<file path="config.mk">
export PLATFORM = sky130hd
export DESIGN_NAME = cms_clock_mode_sequencer
export DESIGN_NICKNAME = d
export VERILOG_FILES = /design/src/core/cms_pkg.sv /design/src/core/cms_div_if.sv /design/src/core/cms_div_decode.sv /design/src/core/cms_clock_mode_sequencer.sv
export SDC_FILE = /design/constraint.sdc
export NUM_CORES = 1
export LEC_CHECK = 0
export ABC_AREA = 1
export ABC_CLOCK_PERIOD_IN_PS = 1800
export BUFFER_PORTS_ARGS = -buffer_cell sky130_fd_sc_hd__buf_2
export CAP_MARGIN = 20
export CELL_PAD_IN_SITES_DETAIL_PLACEMENT = 1
export CELL_PAD_IN_SITES_GLOBAL_PLACEMENT = 2
export CORE_UTILIZATION = 25
export CTS_CLUSTER_SIZE = 20
export DETAILED_ROUTE_END_ITERATION = 6
export HOLD_SLACK_MARGIN = 0.03
export PLACE_DENSITY = 0.78
export SLEW_MARGIN = 40
export SYNTH_ARGS = -nofsm -noshare
export SYNTH_HDL_FRONTEND = slang
export SYNTH_SLANG_ARGS = --single-unit
</file>
<file path="constraint.sdc">
create_clock -name clk -period 1.8 [get_ports clk]
set_input_delay 0.09 -clock clk [delete_from_list [all_inputs] [get_ports clk]]
set_output_delay 0.09 -clock clk [all_outputs]
set_load 0.02 [all_outputs]
</file>
<file path="src/core/cms_pkg.sv">
// Package of the clock mode sequencer: modes, reset values and divider codes.
// Assumes a single 25 MHz clock domain and a synchronous active-low reset.
`default_nettype none
package cms_pkg;
    // ****************************************************************
    // Modes
    // ****************************************************************
    typedef enum logic [7:0] {
        CMS_HIGH_MID = 8'h01,
        CMS_LOW_SPD = 8'h02,
        CMS_LOW_PWR = 8'h04,
        CMS_PLL = 8'h08,
        CMS_OCO = 8'h10,
        CMS_OCO_LP = 8'h20,
        CMS_STOP = 8'h40,
        CMS_WAIT = 8'h80
    } cms_mode_e;
    // ****************************************************************
    // Clock source codes and divider codes
    // ****************************************************************
    localparam logic [1:0] CMS_SRC_MAIN = 2'h0;
    localparam logic [1:0] CMS_SRC_SUB = 2'h1;
    localparam logic [1:0] CMS_SRC_OCO = 2'h2;
    localparam logic [1:0] CMS_SRC_PLL = 2'h3;
    localparam logic [4:0] CMS_DIV_1 = 5'h01;
    localparam logic [4:0] CMS_DIV_2 = 5'h02;
    localparam logic [4:0] CMS_DIV_4 = 5'h04;
    localparam logic [4:0] CMS_DIV_8 = 5'h08;
    localparam logic [4:0] CMS_DIV_16 = 5'h10;
    // ****************************************************************
    // Reset values
    // ****************************************************************
    localparam logic CMS_RST_DIV8 = 1'h1;
    localparam logic [1:0] CMS_RST_DIV_FIELD = 2'h0;
    localparam logic CMS_RST_SUB_EN = 1'h0;
    localparam logic CMS_RST_MAIN_STOP = 1'h0;
    localparam logic CMS_RST_SUB_SEL = 1'h0;
    localparam logic CMS_RST_PLL = 1'h0;
    localparam logic CMS_RST_OCO_SEL = 1'h0;
    localparam logic CMS_RST_DETECT = 1'h0;
    localparam logic CMS_RST_WAIT_PSTOP = 1'h0;
    localparam logic CMS_RST_HIGH_DRIVE = 1'h1;
    localparam logic CMS_RST_LOCK = 1'h0;
endpackage : cms_pkg
`default_nettype wire

</file>
<file path="src/core/cms_div_if.sv">
// Interface carrying the divider select between the sequencer and its decoder.
// Assumes both ends sit in the same clock domain.
`default_nettype none
interface cms_div_if;
    logic div8_select_bit;
    logic [1:0] cpu_div_field;
    logic [4:0] divide_ratio;
    modport ctrl (output div8_select_bit, output cpu_div_field, input divide_ratio);
    modport dec (input div8_select_bit, input cpu_div_field, output divide_ratio);
endinterface : cms_div_if
`default_nettype wire

</file>
<file path="src/core/cms_div_decode.sv">
// Decoder of the CPU clock divide ratio from the divider control bits.
// Assumes the bits come from registers in the sequencer.
`default_nettype none
module cms_div_decode
    import cms_pkg::*;
(
    cms_div_if.dec div
);
    // ****************************************************************
    // Ratio decode
    // ****************************************************************
    wire logic [4:0] field_ratio;
    assign field_ratio = (div.cpu_div_field == 2'h0) ? CMS_DIV_1 :
                         (div.cpu_div_field == 2'h1) ? CMS_DIV_2 :
                         (div.cpu_div_field == 2'h2) ? CMS_DIV_4 : CMS_DIV_16;
    assign div.divide_ratio = div.div8_select_bit ? CMS_DIV_8 : field_ratio;
endmodule : cms_div_decode
`default_nettype wire

</file>
<file path="src/core/cms_clock_mode_sequencer.sv">
// Clock mode sequencer: control bits, lock, stop and wait entry and exit.
// Assumes software writes arrive as one-cycle strobes with data on plain ports.
//
// Notes on behaviour
// - Stop mode ends on reset, non-maskable, low voltage or enabled peripheral interrupt.
// - Peripheral wake starts the service routine once the CPU clock returns.
// - After stop wake the CPU runs on sub clock, or main or oscillator by 8.
// - Leaving stop sets the divide-by-8 select bit.
// - PLL mode is entered and left only through high-speed mode.
// - Main-clock stop from low-speed enters low power and sets divide-by-8.
// - Interrupts never return to PLL mode; PLL mode never enters stop or wait.
// - Divider field gives 1, 2, 4 or 16; divide-by-8 bit overrides with 8.
// - Enable, stop and select bits turn sub and main clocks on and off.
// - Stop request enters stop unless the lock bit is set, wait instruction enters wait, except in PLL mode.
// - Low-speed keeps the oscillator usable, PLL mode keeps the sub clock usable.
// - Lock bit blocks writes to the sub-clock select, stop, PLL and detection bits, but not to the on-chip oscillator select.
// - Divider fields and sub-clock enable change freely within a mode.
// - Stop request also sets divide-by-8 and main oscillator high drive.
`default_nettype none
module cms_clock_mode_sequencer
    import cms_pkg::*;
(
    input wire logic clk,
    input wire logic reset_n,
    input wire logic ctrl_write,
    input wire logic wr_div8_select_bit,
    input wire logic [1:0] wr_cpu_div_field,
    input wire logic wr_sub_clock_enable,
    input wire logic wr_main_clock_stop,
    input wire logic wr_sub_clock_cpu_select,
    input wire logic wr_onchip_osc_select,
    input wire logic wr_wait_periph_clock_stop,
    input wire logic wr_main_osc_high_drive,
    input wire logic wr_stop_request_bit,
    input wire logic pll_write,
    input wire logic wr_pll_enable,
    input wire logic wr_pll_cpu_source,
    input wire logic detect_write,
    input wire logic wr_osc_stop_detect_enable,
    input wire logic lock_write,
    input wire logic protect_write_enable,
    input wire logic wr_clock_change_lock,
    input wire logic wait_instr,
    input wire logic sub_clock_running,
    input wire logic nmi_irq,
    input wire logic low_voltage_irq,
    input wire logic periph_irq,
    output logic div8_select_bit,
    output logic [1:0] cpu_div_field,
    output logic [4:0] divide_ratio,
    output logic sub_clock_enable,
    output logic main_clock_stop,
    output logic sub_clock_cpu_select,
    output logic onchip_osc_select,
    output logic wait_periph_clock_stop,
    output logic main_osc_high_drive,
    output logic pll_enable,
    output logic pll_cpu_source,
    output logic osc_stop_detect_enable,
    output logic clock_change_lock,
    output logic [1:0] cpu_clock_source,
    output logic cpu_clock_on,
    output logic irq_service_start,
    output cms_mode_e mode
);
    // ****************************************************************
    // Mode decode and transition conditions
    // ****************************************************************
    cms_mode_e next_mode;
    logic in_sleep;
    logic run_mode;
    logic wake;
    logic stop_req;
    logic wait_req;
    logic pll_entry;
    logic pll_exit;
    logic lowpwr_entry;
    logic lowpwr_exit;
    logic free_write;
    logic guarded_write;
    assign in_sleep = (mode == CMS_STOP) || (mode == CMS_WAIT);
    assign run_mode = !in_sleep && (mode != CMS_PLL);
    assign wake = nmi_irq || low_voltage_irq || periph_irq;
    assign free_write = ctrl_write && !in_sleep;
    assign guarded_write = free_write && !clock_change_lock;
    assign stop_req = guarded_write && wr_stop_request_bit && run_mode;
    assign wait_req = wait_instr && run_mode;
    assign pll_entry = pll_write && !clock_change_lock && (mode == CMS_HIGH_MID)
                       && wr_pll_enable && wr_pll_cpu_source;
    assign pll_exit = pll_write && !clock_change_lock && (mode == CMS_PLL)
                      && !wr_pll_enable && !wr_pll_cpu_source;
    assign lowpwr_entry = guarded_write && wr_main_clock_stop && !main_clock_stop
                          && (mode == CMS_LOW_SPD || mode == CMS_OCO);
    assign lowpwr_exit = guarded_write && !wr_main_clock_stop && main_clock_stop;
    // ****************************************************************
    // Mode sequencing
    // ****************************************************************
    cms_mode_e resume_mode;
    always_ff @(posedge clk)
    begin
        if (!reset_n)
            resume_mode <= CMS_HIGH_MID;
        else if (stop_req || wait_req)
            resume_mode <= mode;
    end
    always_comb
    begin
        next_mode = mode;
        unique case (mode)
            CMS_STOP, CMS_WAIT:
            begin
                if (wake)
                    next_mode = resume_mode;
            end
            CMS_PLL:
            begin
                if (pll_exit)
                    next_mode = CMS_HIGH_MID;
            end
            CMS_HIGH_MID:
            begin
                if (stop_req)
                    next_mode = CMS_STOP;
                else if (wait_req)
                    next_mode = CMS_WAIT;
                else if (pll_entry)
                    next_mode = CMS_PLL;
                else if (guarded_write && wr_sub_clock_cpu_select)
                    next_mode = CMS_LOW_SPD;
                else if (free_write && wr_onchip_osc_select)
                    next_mode = CMS_OCO;
            end
            CMS_LOW_SPD, CMS_OCO:
            begin
                if (stop_req)
                    next_mode = CMS_STOP;
                else if (wait_req)
                    next_mode = CMS_WAIT;
                else if (lowpwr_entry)
                    next_mode = (mode == CMS_LOW_SPD) ? CMS_LOW_PWR : CMS_OCO_LP;
                else if (mode == CMS_LOW_SPD && guarded_write && !wr_sub_clock_cpu_select)
                    next_mode = CMS_HIGH_MID;
                else if (mode == CMS_OCO && free_write && !wr_onchip_osc_select)
                    next_mode = CMS_HIGH_MID;
            end
            CMS_LOW_PWR, CMS_OCO_LP:
            begin
                if (stop_req)
                    next_mode = CMS_STOP;
                else if (wait_req)
                    next_mode = CMS_WAIT;
                else if (lowpwr_exit)
                    next_mode = (mode == CMS_LOW_PWR) ? CMS_LOW_SPD : CMS_OCO;
            end
            default:
                next_mode = CMS_HIGH_MID;
        endcase
    end
    always_ff @(posedge clk)
    begin
        if (!reset_n)
            mode <= CMS_HIGH_MID;
        else
            mode <= next_mode;
    end
    // ****************************************************************
    // Control bits
    // ****************************************************************
    logic stop_exit;
    assign stop_exit = (mode == CMS_STOP) && wake;
    always_ff @(posedge clk)
    begin
        if (!reset_n)
        begin
            div8_select_bit <= CMS_RST_DIV8;
            cpu_div_field <= CMS_RST_DIV_FIELD;
            sub_clock_enable <= CMS_RST_SUB_EN;
            onchip_osc_select <= CMS_RST_OCO_SEL;
            main_osc_high_drive <= CMS_RST_HIGH_DRIVE;
        end
        else
        begin
            if (stop_exit || stop_req || lowpwr_entry)
                div8_select_bit <= 1'h1;
            else if (free_write)
                div8_select_bit <= wr_div8_select_bit;
            if (stop_req)
                main_osc_high_drive <= 1'h1;
            else if (free_write)
                main_osc_high_drive <= wr_main_osc_high_drive;
            if (free_write)
            begin
                cpu_div_field <= wr_cpu_div_field;
                sub_clock_enable <= wr_sub_clock_enable;
                if (mode != CMS_PLL)
                    onchip_osc_select <= wr_onchip_osc_select;
            end
        end
    end
    always_ff @(posedge clk)
    begin
        if (!reset_n)
        begin
            main_clock_stop <= CMS_RST_MAIN_STOP;
            sub_clock_cpu_select <= CMS_RST_SUB_SEL;
            wait_periph_clock_stop <= CMS_RST_WAIT_PSTOP;
            osc_stop_detect_enable <= CMS_RST_DETECT;
            pll_enable <= CMS_RST_PLL;
            pll_cpu_source <= CMS_RST_PLL;
            clock_change_lock <= CMS_RST_LOCK;
        end
        else
        begin
            if (guarded_write)
            begin
                main_clock_stop <= wr_main_clock_stop;
                sub_clock_cpu_select <= wr_sub_clock_cpu_select;
                wait_periph_clock_stop <= wr_wait_periph_clock_stop;
            end
            if (detect_write && !clock_change_lock)
                osc_stop_detect_enable <= wr_osc_stop_detect_enable;
            if (pll_entry || pll_exit)
            begin
                pll_enable <= pll_entry;
                pll_cpu_source <= pll_entry;
            end
            else if (pll_write && !clock_change_lock && mode != CMS_PLL)
                pll_enable <= wr_pll_enable;
            if (lock_write && protect_write_enable)
                clock_change_lock <= wr_clock_change_lock;
        end
    end
    // ****************************************************************
    // Clock source, divider and service start
    // ****************************************************************
    cms_div_if div_bus ();
    assign div_bus.div8_select_bit = div8_select_bit;
    assign div_bus.cpu_div_field = cpu_div_field;
    cms_div_decode u_div (.div(div_bus));
    assign divide_ratio = div_bus.divide_ratio;
    assign cpu_clock_source = sub_clock_cpu_select ? CMS_SRC_SUB :
                              pll_cpu_source ? CMS_SRC_PLL :
                              onchip_osc_select ? CMS_SRC_OCO : CMS_SRC_MAIN;
    assign cpu_clock_on = !in_sleep;
    always_ff @(posedge clk)
    begin
        if (!reset_n)
            irq_service_start <= 1'h0;
        else
            irq_service_start <= in_sleep && wake;
    end
    // ****************************************************************
    // Checks
    // ****************************************************************
    AST_STOP_EXIT_DIV8: assert property (@(posedge clk) disable iff (!reset_n)
        (mode == CMS_STOP && wake) |=> div8_select_bit && mode != CMS_STOP)
        else $error("Stop exit did not force divide by 8.");
    AST_STOP_ENTRY_BITS: assert property (@(posedge clk) disable iff (!reset_n)
        stop_req |=> mode == CMS_STOP && div8_select_bit && main_osc_high_drive)
        else $error("Stop entry bits not set.");
    AST_NO_PLL_RETURN: assert property (@(posedge clk) disable iff (!reset_n)
        in_sleep |=> mode != CMS_PLL)
        else $error("Sleep returned to PLL mode.");
    AST_PLL_NO_SLEEP: assert property (@(posedge clk) disable iff (!reset_n)
        mode == CMS_PLL |=> !in_sleep)
        else $error("PLL mode entered sleep.");
    AST_PLL_VIA_HIGH: assert property (@(posedge clk) disable iff (!reset_n)
        (mode != CMS_PLL ##1 mode == CMS_PLL) |-> $past(mode) == CMS_HIGH_MID
        && pll_enable && pll_cpu_source)
        else $error("PLL entered from wrong mode.");
    AST_LOCK_HOLDS: assert property (@(posedge clk) disable iff (!reset_n)
        clock_change_lock && !lock_write |=> $stable(main_clock_stop)
        && $stable(sub_clock_cpu_select) && $stable(pll_enable))
        else $error("Locked bit changed.");
    AST_LOWPWR_ENTRY: assert property (@(posedge clk) disable iff (!reset_n)
        (lowpwr_entry && mode == CMS_LOW_SPD) |=> mode == CMS_LOW_PWR && div8_select_bit)
        else $error("Low power entry wrong.");
    AST_DIV_DECODE: assert property (@(posedge clk) disable iff (!reset_n)
        !div8_select_bit && cpu_div_field == 2'h3 |-> divide_ratio == CMS_DIV_16)
        else $error("Divide by 16 decode wrong.");
    AST_SERVICE_START: assert property (@(posedge clk) disable iff (!reset_n)
        (in_sleep && periph_irq) |=> irq_service_start && cpu_clock_on)
        else $error("Service start missing after wake.");
endmodule : cms_clock_mode_sequencer
`default_nettype wire

</file>
==> results of run 1 <==
## how the worst max path moves through the flow
| stage | endpoint | depth (start not counted) |
|---|---|---|
| final | mode[1] | 14 |
| after global routing | mode[4] | 12 |
| after global placement | mode[7] | 12 |
| after floorplan | mode[4] | 13 |
| after detailed placement | mode[6] | 12 |
| after CTS | mode[7] | 12 |
## worst max-delay path: stages (launching register included)
cell	delay, ns
dfxtp_2	0.35
nor2_4	0.05
buf_6	0.12
nand4_1	0.12
buf_6	0.15
nand3_4	0.08
inv_2	0.06
nand2_2	0.06
nand2_4	0.10
nor2_4	0.05
nor2_4	0.20
nand3_4	0.18
nand2_2	0.12
nand2_2	0.05
nor2_2	0.09
## Yosys cell counts (all sizes together)
cell    instances  area [um2]
a22oi           1        7.51
o22ai           1        6.26
dfxtp          30         601
nor2           51         322
o21ai          17        85.1
a31oi           1        6.26
inv            32         123
nand3          20         175
o21bai          3        37.5
or2             1        6.26
nand2          57         263
clkinv          1        3.75
nor3            7        35.0
o211ai          2        15.0
clkbuf          1        3.75
a21oi          19        95.1
nand4           7        43.8
buf             4        37.5
## routing by layer
| layer | global-route usage | share of wire | vias up |
|---|---|---|---|
| li1 | - | - | 1049 |
| met1 | 0.220 | 0.44 | 985 |
| met2 | 0.301 | 0.50 | 49 |
| met3 | 0.0205 | 0.045 | 6 |
| met4 | 0.0601 | 0.013 | 0 |
| met5 | 0 | 0 | - |
## kinds of logic after synthesis
family                 count (synthesis)
AND/OR/NAND/NOR                      143
buffers and inverters                 38
flip-flops                            30
AO/OA/AOI/OAI                         44
## final cells by class
| class | count | area (um2) |
|---|---|---|
| Fill cell | 952 | 4390 |
| Multi-Input combinational cell | 188 | 1200 |
| Timing Repair Buffer | 107 | 683 |
| Sequential cell | 30 | 621 |
| Inverter | 33 | 126 |
| Tap cell | 99 | 124 |
| Clock buffer | 7 | 76.3 |
## through the flow
stage               cells  area [um2]  utilization  worst slack, ns
detailed placement    442        2520        0.349          -0.0857
CTS                   460        2730        0.378          -0.0416
finish                464        2830        0.392          -0.0634
floorplan             255        1880            -          0.00390
global route          464        2830        0.392           -0.164
global placement      442        2520        0.349          -0.0730
## power groups by stage
stage          clock (W)  sequential (W)  combinational (W)
3_5_place_dp           0        0.000990            0.00233
6_report        0.000535        0.000984            0.00270
2_1_floorplan          0         0.00110            0.00137
3_3_place_gp           0        0.000982            0.00228
5_1_grt         0.000573         0.00101            0.00294
4_1_cts         0.000554        0.000979            0.00251
## repair_timing
| item | 4_1_cts | 5_1_grt |
|---|---|---|
| gates resized for setup | 13 | 19 |
| hold buffers | 0 | 0 |
| cloned | 1 | 0 |
| setup buffers | 10 | 4 |
| setup endpoints to repair | 7 | 8 |
| pin swaps | 10 | 18 |
==> run summary, run 1 <==
Status = complete, but fails checks
Total wire length = 6350 um
Largest net degree at the start of global routing = 19
Final hold vios = 0
Setup TNS = -0.345 ns
Syn avg cell area = 7.32 um2
Core footprint = 0.00721 mm2
DR iter-0 viols = 59
Synth Cell Area = 0.00187 mm2
Startpoint Class = register
Total GRT Usage = 0.173
Max frequency = 537 MHz
Final Net Count = 391
Compound-Gate Fraction of Synth Area = 0.135
WP data arrival = 2.08 ns
Critical R2R Launch = mode[5]
DRC Markers = 0
Min setup slack post-route = -0.0634 ns
TritonRoute pass-1 iters = 4
Biggest regs = mode (8), resume_mode (8), cpu_div_field (2)
Critical Path RT = 2.02 ns
Tmin final = 1.86 ns
Unrepaired setup endpoints after global routing = true
Measured slew at the worst slew-check pin = 0.288 ns
Yosys cell types = 32
Synthesized net count = 281
Warnings, synthesis = 0
VDD IR max = 0.000492 V
Slew Limit Fails = 0
Violated checks = negative setup slack
DP HPWL = 4720 um
Port bufs = 54
Relative max-transition margin = 0.808
Largest buffer count on any clock path = 2
Layout area overhead = 51.6%
DR vias = 2089
Comb power frac = 0.640
Setup Crit Path Kind = register to register
Setup Skew = 0.00678 ns
Clk sinks = 30
Cell internal pwr = 0.00225 W
Ant diodes = 0
CP Capture Type = register
CTS tree = built
Largest family of logic cells by synthesized area = simple AND/OR/NAND/NOR gates
Initial Util = 0.259
Insertion delay to the later sink of the worst-skew pair = 0.28 ns
H-tree depth = 2
Worst Hold Class = input pin to register
CTS buffer count = 5
XOR/XNOR Fraction of Synth Area = 0
R2R depth = 14
Yosys reg bits = 30
Clock power share = 0.127
Psw = 0.00196 W
Register-to-register setup slack = -0.06 ns
Hold Startpoint = wr_main_osc_high_drive
ANT nets after route = 0
Final setup violation count = 8
Die footprint = 0.00781 mm2
Antenna violations before repair = 0
Leakage = 1.35 nW
CP max FO = 6
Reg-to-reg endpoint = mode[1]
Fin crit share = 1.04
Crit path from = mode[5]
Hold_ws = 0.0342 ns
Switching Share = 0.466
Synth Area in Adders = 0
Global-route wire length before repair = 10000 um
Post-Synthesis Cells = 255
Hold Path Stages = 3
Die Wd = 88.4 um
Die Y = 88.4 um
Vias/cell = 4.50
IO Count = 56
PD cells = 1490 mW/mm2
CTS root buf = clkbuf_8
Gr ovfl total = 0
Maxcap violations = 0
Gp weighted congestion = 0.768
Vias in the first global route = 2078
Synth Area in Simple Gates = 0.453
Mux cell area share after synthesis = 0
Min-Delay Endpoint = main_osc_high_drive
Worst-path clk slew = 0.07 ns
Layout cell share with drive strength beyond 1 = 0.512
Placement Rows = 31
Seq/Total Area, Yosys = 0.322
Final Power = 0.00422 W
Sequential power share = 0.233
WL/cell = 13.7 um
Commonest non-fill, non-tap cell in the layout = buf_2
Most frequent cells in the layout = 54 x buf_2, 49 x buf_4, 44 x nand2_1, 24 x inv_1, 22 x dfxtp_1
(Power assumes the default switching activity.)
==> run 2, diff against run 1 <==
--- a/config.mk
+++ b/config.mk
@@ -7,7 +7,7 @@
 export LEC_CHECK = 0
 export ABC_AREA = 1
 export ABC_CLOCK_PERIOD_IN_PS = 1800
-export BUFFER_PORTS_ARGS = -buffer_cell sky130_fd_sc_hd__buf_2
+export BUFFER_PORTS_ARGS = -buffer_cell sky130_fd_sc_hd__buf_4
 export CAP_MARGIN = 20
 export CELL_PAD_IN_SITES_DETAIL_PLACEMENT = 1
 export CELL_PAD_IN_SITES_GLOBAL_PLACEMENT = 2
==> run summary, run 2 (synthesized netlist as in run 1, its figures left out) <==
Relative max-transition margin = 0.798 (-0.00987)
Final setup violation count = 2 (-6)
DR iter-0 viols = 61 (+3.4%)
DR top layer = met4
Final hold vios = 0 (unchanged)
Largest buffer count on any clock path = 2 (unchanged)
Core footprint = 0.00721 mm2 (unchanged)
R2R depth = 12 (-2)
Die Wd = 88.4 um (unchanged)
Die footprint = 0.00781 mm2 (unchanged)
Final Net Count = 399 (+2.0%)
Insertion delay to the later sink of the worst-skew pair = 0.29 ns (about the same)
Met2 wire length = 3140 um (-0.66%)
Critical Path RT = 2.02 ns (about the same)
Cell internal pwr = 0.00244 W (+8.0%)
Design area = 0.00303 mm2 (+7.3%)
Unrepaired setup endpoints after global routing = true
CTS tree = built
Vias/cell = 4.42 (-1.8%)
Layout fillers = 936 (-1.7%)
WL/cell = 13.6 um (-0.64%)
Layout area overhead = 62.6%
Clk sinks = 30 (unchanged)
Slowest CP cell = dfxtp_4
Vias in the first global route = 2154 (+3.7%)
CTS buffer count = 5 (unchanged)
Maxcap violations = 0 (unchanged)
DP HPWL = 4840 um (+2.5%)
CP Capture Type = register
ANT nets after route = 0 (unchanged)
Most frequent CP cell = nor2_4
Critical R2R Launch = mode[3]
Setup Crit Path Kind = register to register
Total wire length = 6440 um (+1.3%)
Largest net degree at the start of global routing = 23 (+4)
Hold_ws = 0.0524 ns (+0.0182 ns)
Register-to-register setup slack = -0.03 ns (+0.03 ns)
Fin crit share = 1.02 (-0.0162)
CP delay by family, top = simple AND/OR/NAND/NOR gates
Max frequency = 545 MHz (+1.6%)
Switching Share = 0.448 (-0.0180)
DR vias = 2091 (+0.096%)
Comb power frac = 0.643 (+0.003)
Worst-path clk slew = 0.07 ns (about the same)
H-tree depth = 2 (unchanged)
Measured slew at the worst slew-check pin = 0.302 ns (+0.0148 ns)
Most frequent cells in the layout = 108 x buf_4, 43 x nand2_1, 25 x inv_1, 22 x dfxtp_1, 20 x nor2_1
Min setup slack post-route = -0.0343 ns (+0.0291 ns)
IO Count = 56 (unchanged)
Crit path largest cell delay = 0.37 ns (+0.02 ns)
Final core utilization = 0.421 (+0.0284)
Antenna violations before repair = 0 (unchanged)
WL met1 = 2960 um (+4.7%)
Sequential power share = 0.223 (-0.010)
Post-place instance area = 0.00273 mm2 (+8.3%)
TritonRoute pass-1 iters = 4 (unchanged)
DRC Markers = 0 (unchanged)
CTS root buf = clkbuf_8
Placed Cells = 452 (+2.3%)
Crit path from = mode[3]
Layout cell share with drive strength beyond 1 = 0.521 (+0.00906)
Port bufs = 54 (unchanged)
Area of the multi-input gates = 0.00119 mm2 (-1.0%)
Worst Hold Class = input pin to register
Slew Limit Fails = 0 (unchanged)
Biggest regs = mode (8), resume_mode (8), cpu_div_field (2)
Placement Rows = 31 (unchanged)
Global-route wire length before repair = 10400 um (+4.1%)
Worst path cell trace = nor2_4 > nand2_4 > buf_4 > nor2_4 > nor2_2 > o21bai_4 > nor2_2 > nor2_4 > buf_4 > nand4_1 > nand2_1 > nor2_1
Initial Util = 0.259 (unchanged)
Reg-to-reg endpoint = mode[6]
Gr ovfl total = 0 (unchanged)
Cell count along the critical path = 12 (-2)
Gp weighted congestion = 0.783 (+1.9%)
Startpoint Class = register
Clock power share = 0.134 (+0.007)
Setup Skew = 0.00757 ns (+0.000787 ns)
Tmin final = 1.83 ns (-0.0291 ns)
WL met3 = 215 um (-24%)
Psw = 0.00197 W (+0.47%)
Die Y = 88.4 um (unchanged)
Status = complete, but fails checks
PD cells = 1450 mW/mm2 (-2.6%)
Buffer and inverter count on the worst path = 2 (-1)
Total GRT Usage = 0.180 (+0.00705)
CP max FO = 5 (-1)
Commonest non-fill, non-tap cell in the layout = buf_4
Leakage = 1.43 nW (+5.5%)
Reg area = 618 um2 (-0.40%)
Setup crit end = mode[6]
WP data arrival = 2.05 ns (-0.03 ns)
Ant diodes = 0 (unchanged)
VDD IR max = 0.000424 V (-14%)
Violated checks = negative setup slack
Final Power = 0.00441 W (+4.5%)
Fin cells = 473 (+1.9%)
[run 2: cell types whose count changed in the layout (fill, tap and decap cells not counted), sizes merged]
cell         before  now
dlygate4sd3       0    1
buf             107  114
clkinv            1    2
[run 2: how the worst min path moves through the flow]
stage | startpoint | endpoint | depth (start not counted) | slack [ns]
after floorplan | wr_main_osc_high_drive | main_osc_high_drive | 2 | 0.22
after global placement | wr_main_osc_high_drive | main_osc_high_drive | 3 | 0.32
after detailed placement | wr_main_osc_high_drive | main_osc_high_drive | 3 | 0.33
after CTS | wr_pll_enable | pll_enable | 3 | 0.05
after global routing | wr_wait_periph_clock_stop | wait_periph_clock_stop | 3 | 0.06
final | wr_pll_enable | pll_enable | 3 | 0.05
[run 2: layer usage]
metal  vias up  GRT usage
li1       1061          -
met1       982      0.229
met2        38      0.300
met3        10     0.0373
met4         0     0.0660
met5         -          0
[run 2: worst reg2reg max path, delay by kind of cell (launching register included)]
family | cells | cell delay (ns)
buffers and inverters | 2 | 0.30
AO/OA/AOI/OAI | 1 | 0.18
AND/OR/NAND/NOR | 9 | 0.91
flip-flops | 1 | 0.37
[run 2: area by class of cell]
class,count,area share
Clock buffer,7,0.0285
Tap cell,99,0.0408
Timing Repair Buffer,115,0.293
Inverter,33,0.0416
Sequential cell,30,0.204
Clock inverter,1,0.00165
Multi-Input combinational cell,188,0.391
[run 2: through the flow]
stage	TNS, ns	setup slack (ns)
after floorplan	0	0.00390
after global placement	-0.215	-0.0368
after detailed placement	-0.390	-0.0674
after CTS	-0.208	-0.0342
after global routing	-1.35	-0.183
final	-0.0598	-0.0343
[run 2: power by group through the flow]
stage	Clock (W)	Sequential (W)	Combinational, W
5_1_grt	0.000642	0.00101	0.00310
3_3_place_gp	0	0.000987	0.00245
6_report	0.000590	0.000984	0.00283
2_1_floorplan	0	0.00110	0.00137
4_1_cts	0.000609	0.000980	0.00266
3_5_place_dp	0	0.000990	0.00249
[run 2: repair_timing]
action,CTS,global route
gates cloned,1,0
pin swaps,13,19
gates resized for setup,9,22
endpoints found under the hold margin,1,0
hold buffers,1,0
endpoints found under the setup margin,8,13
buffers inserted,6,5
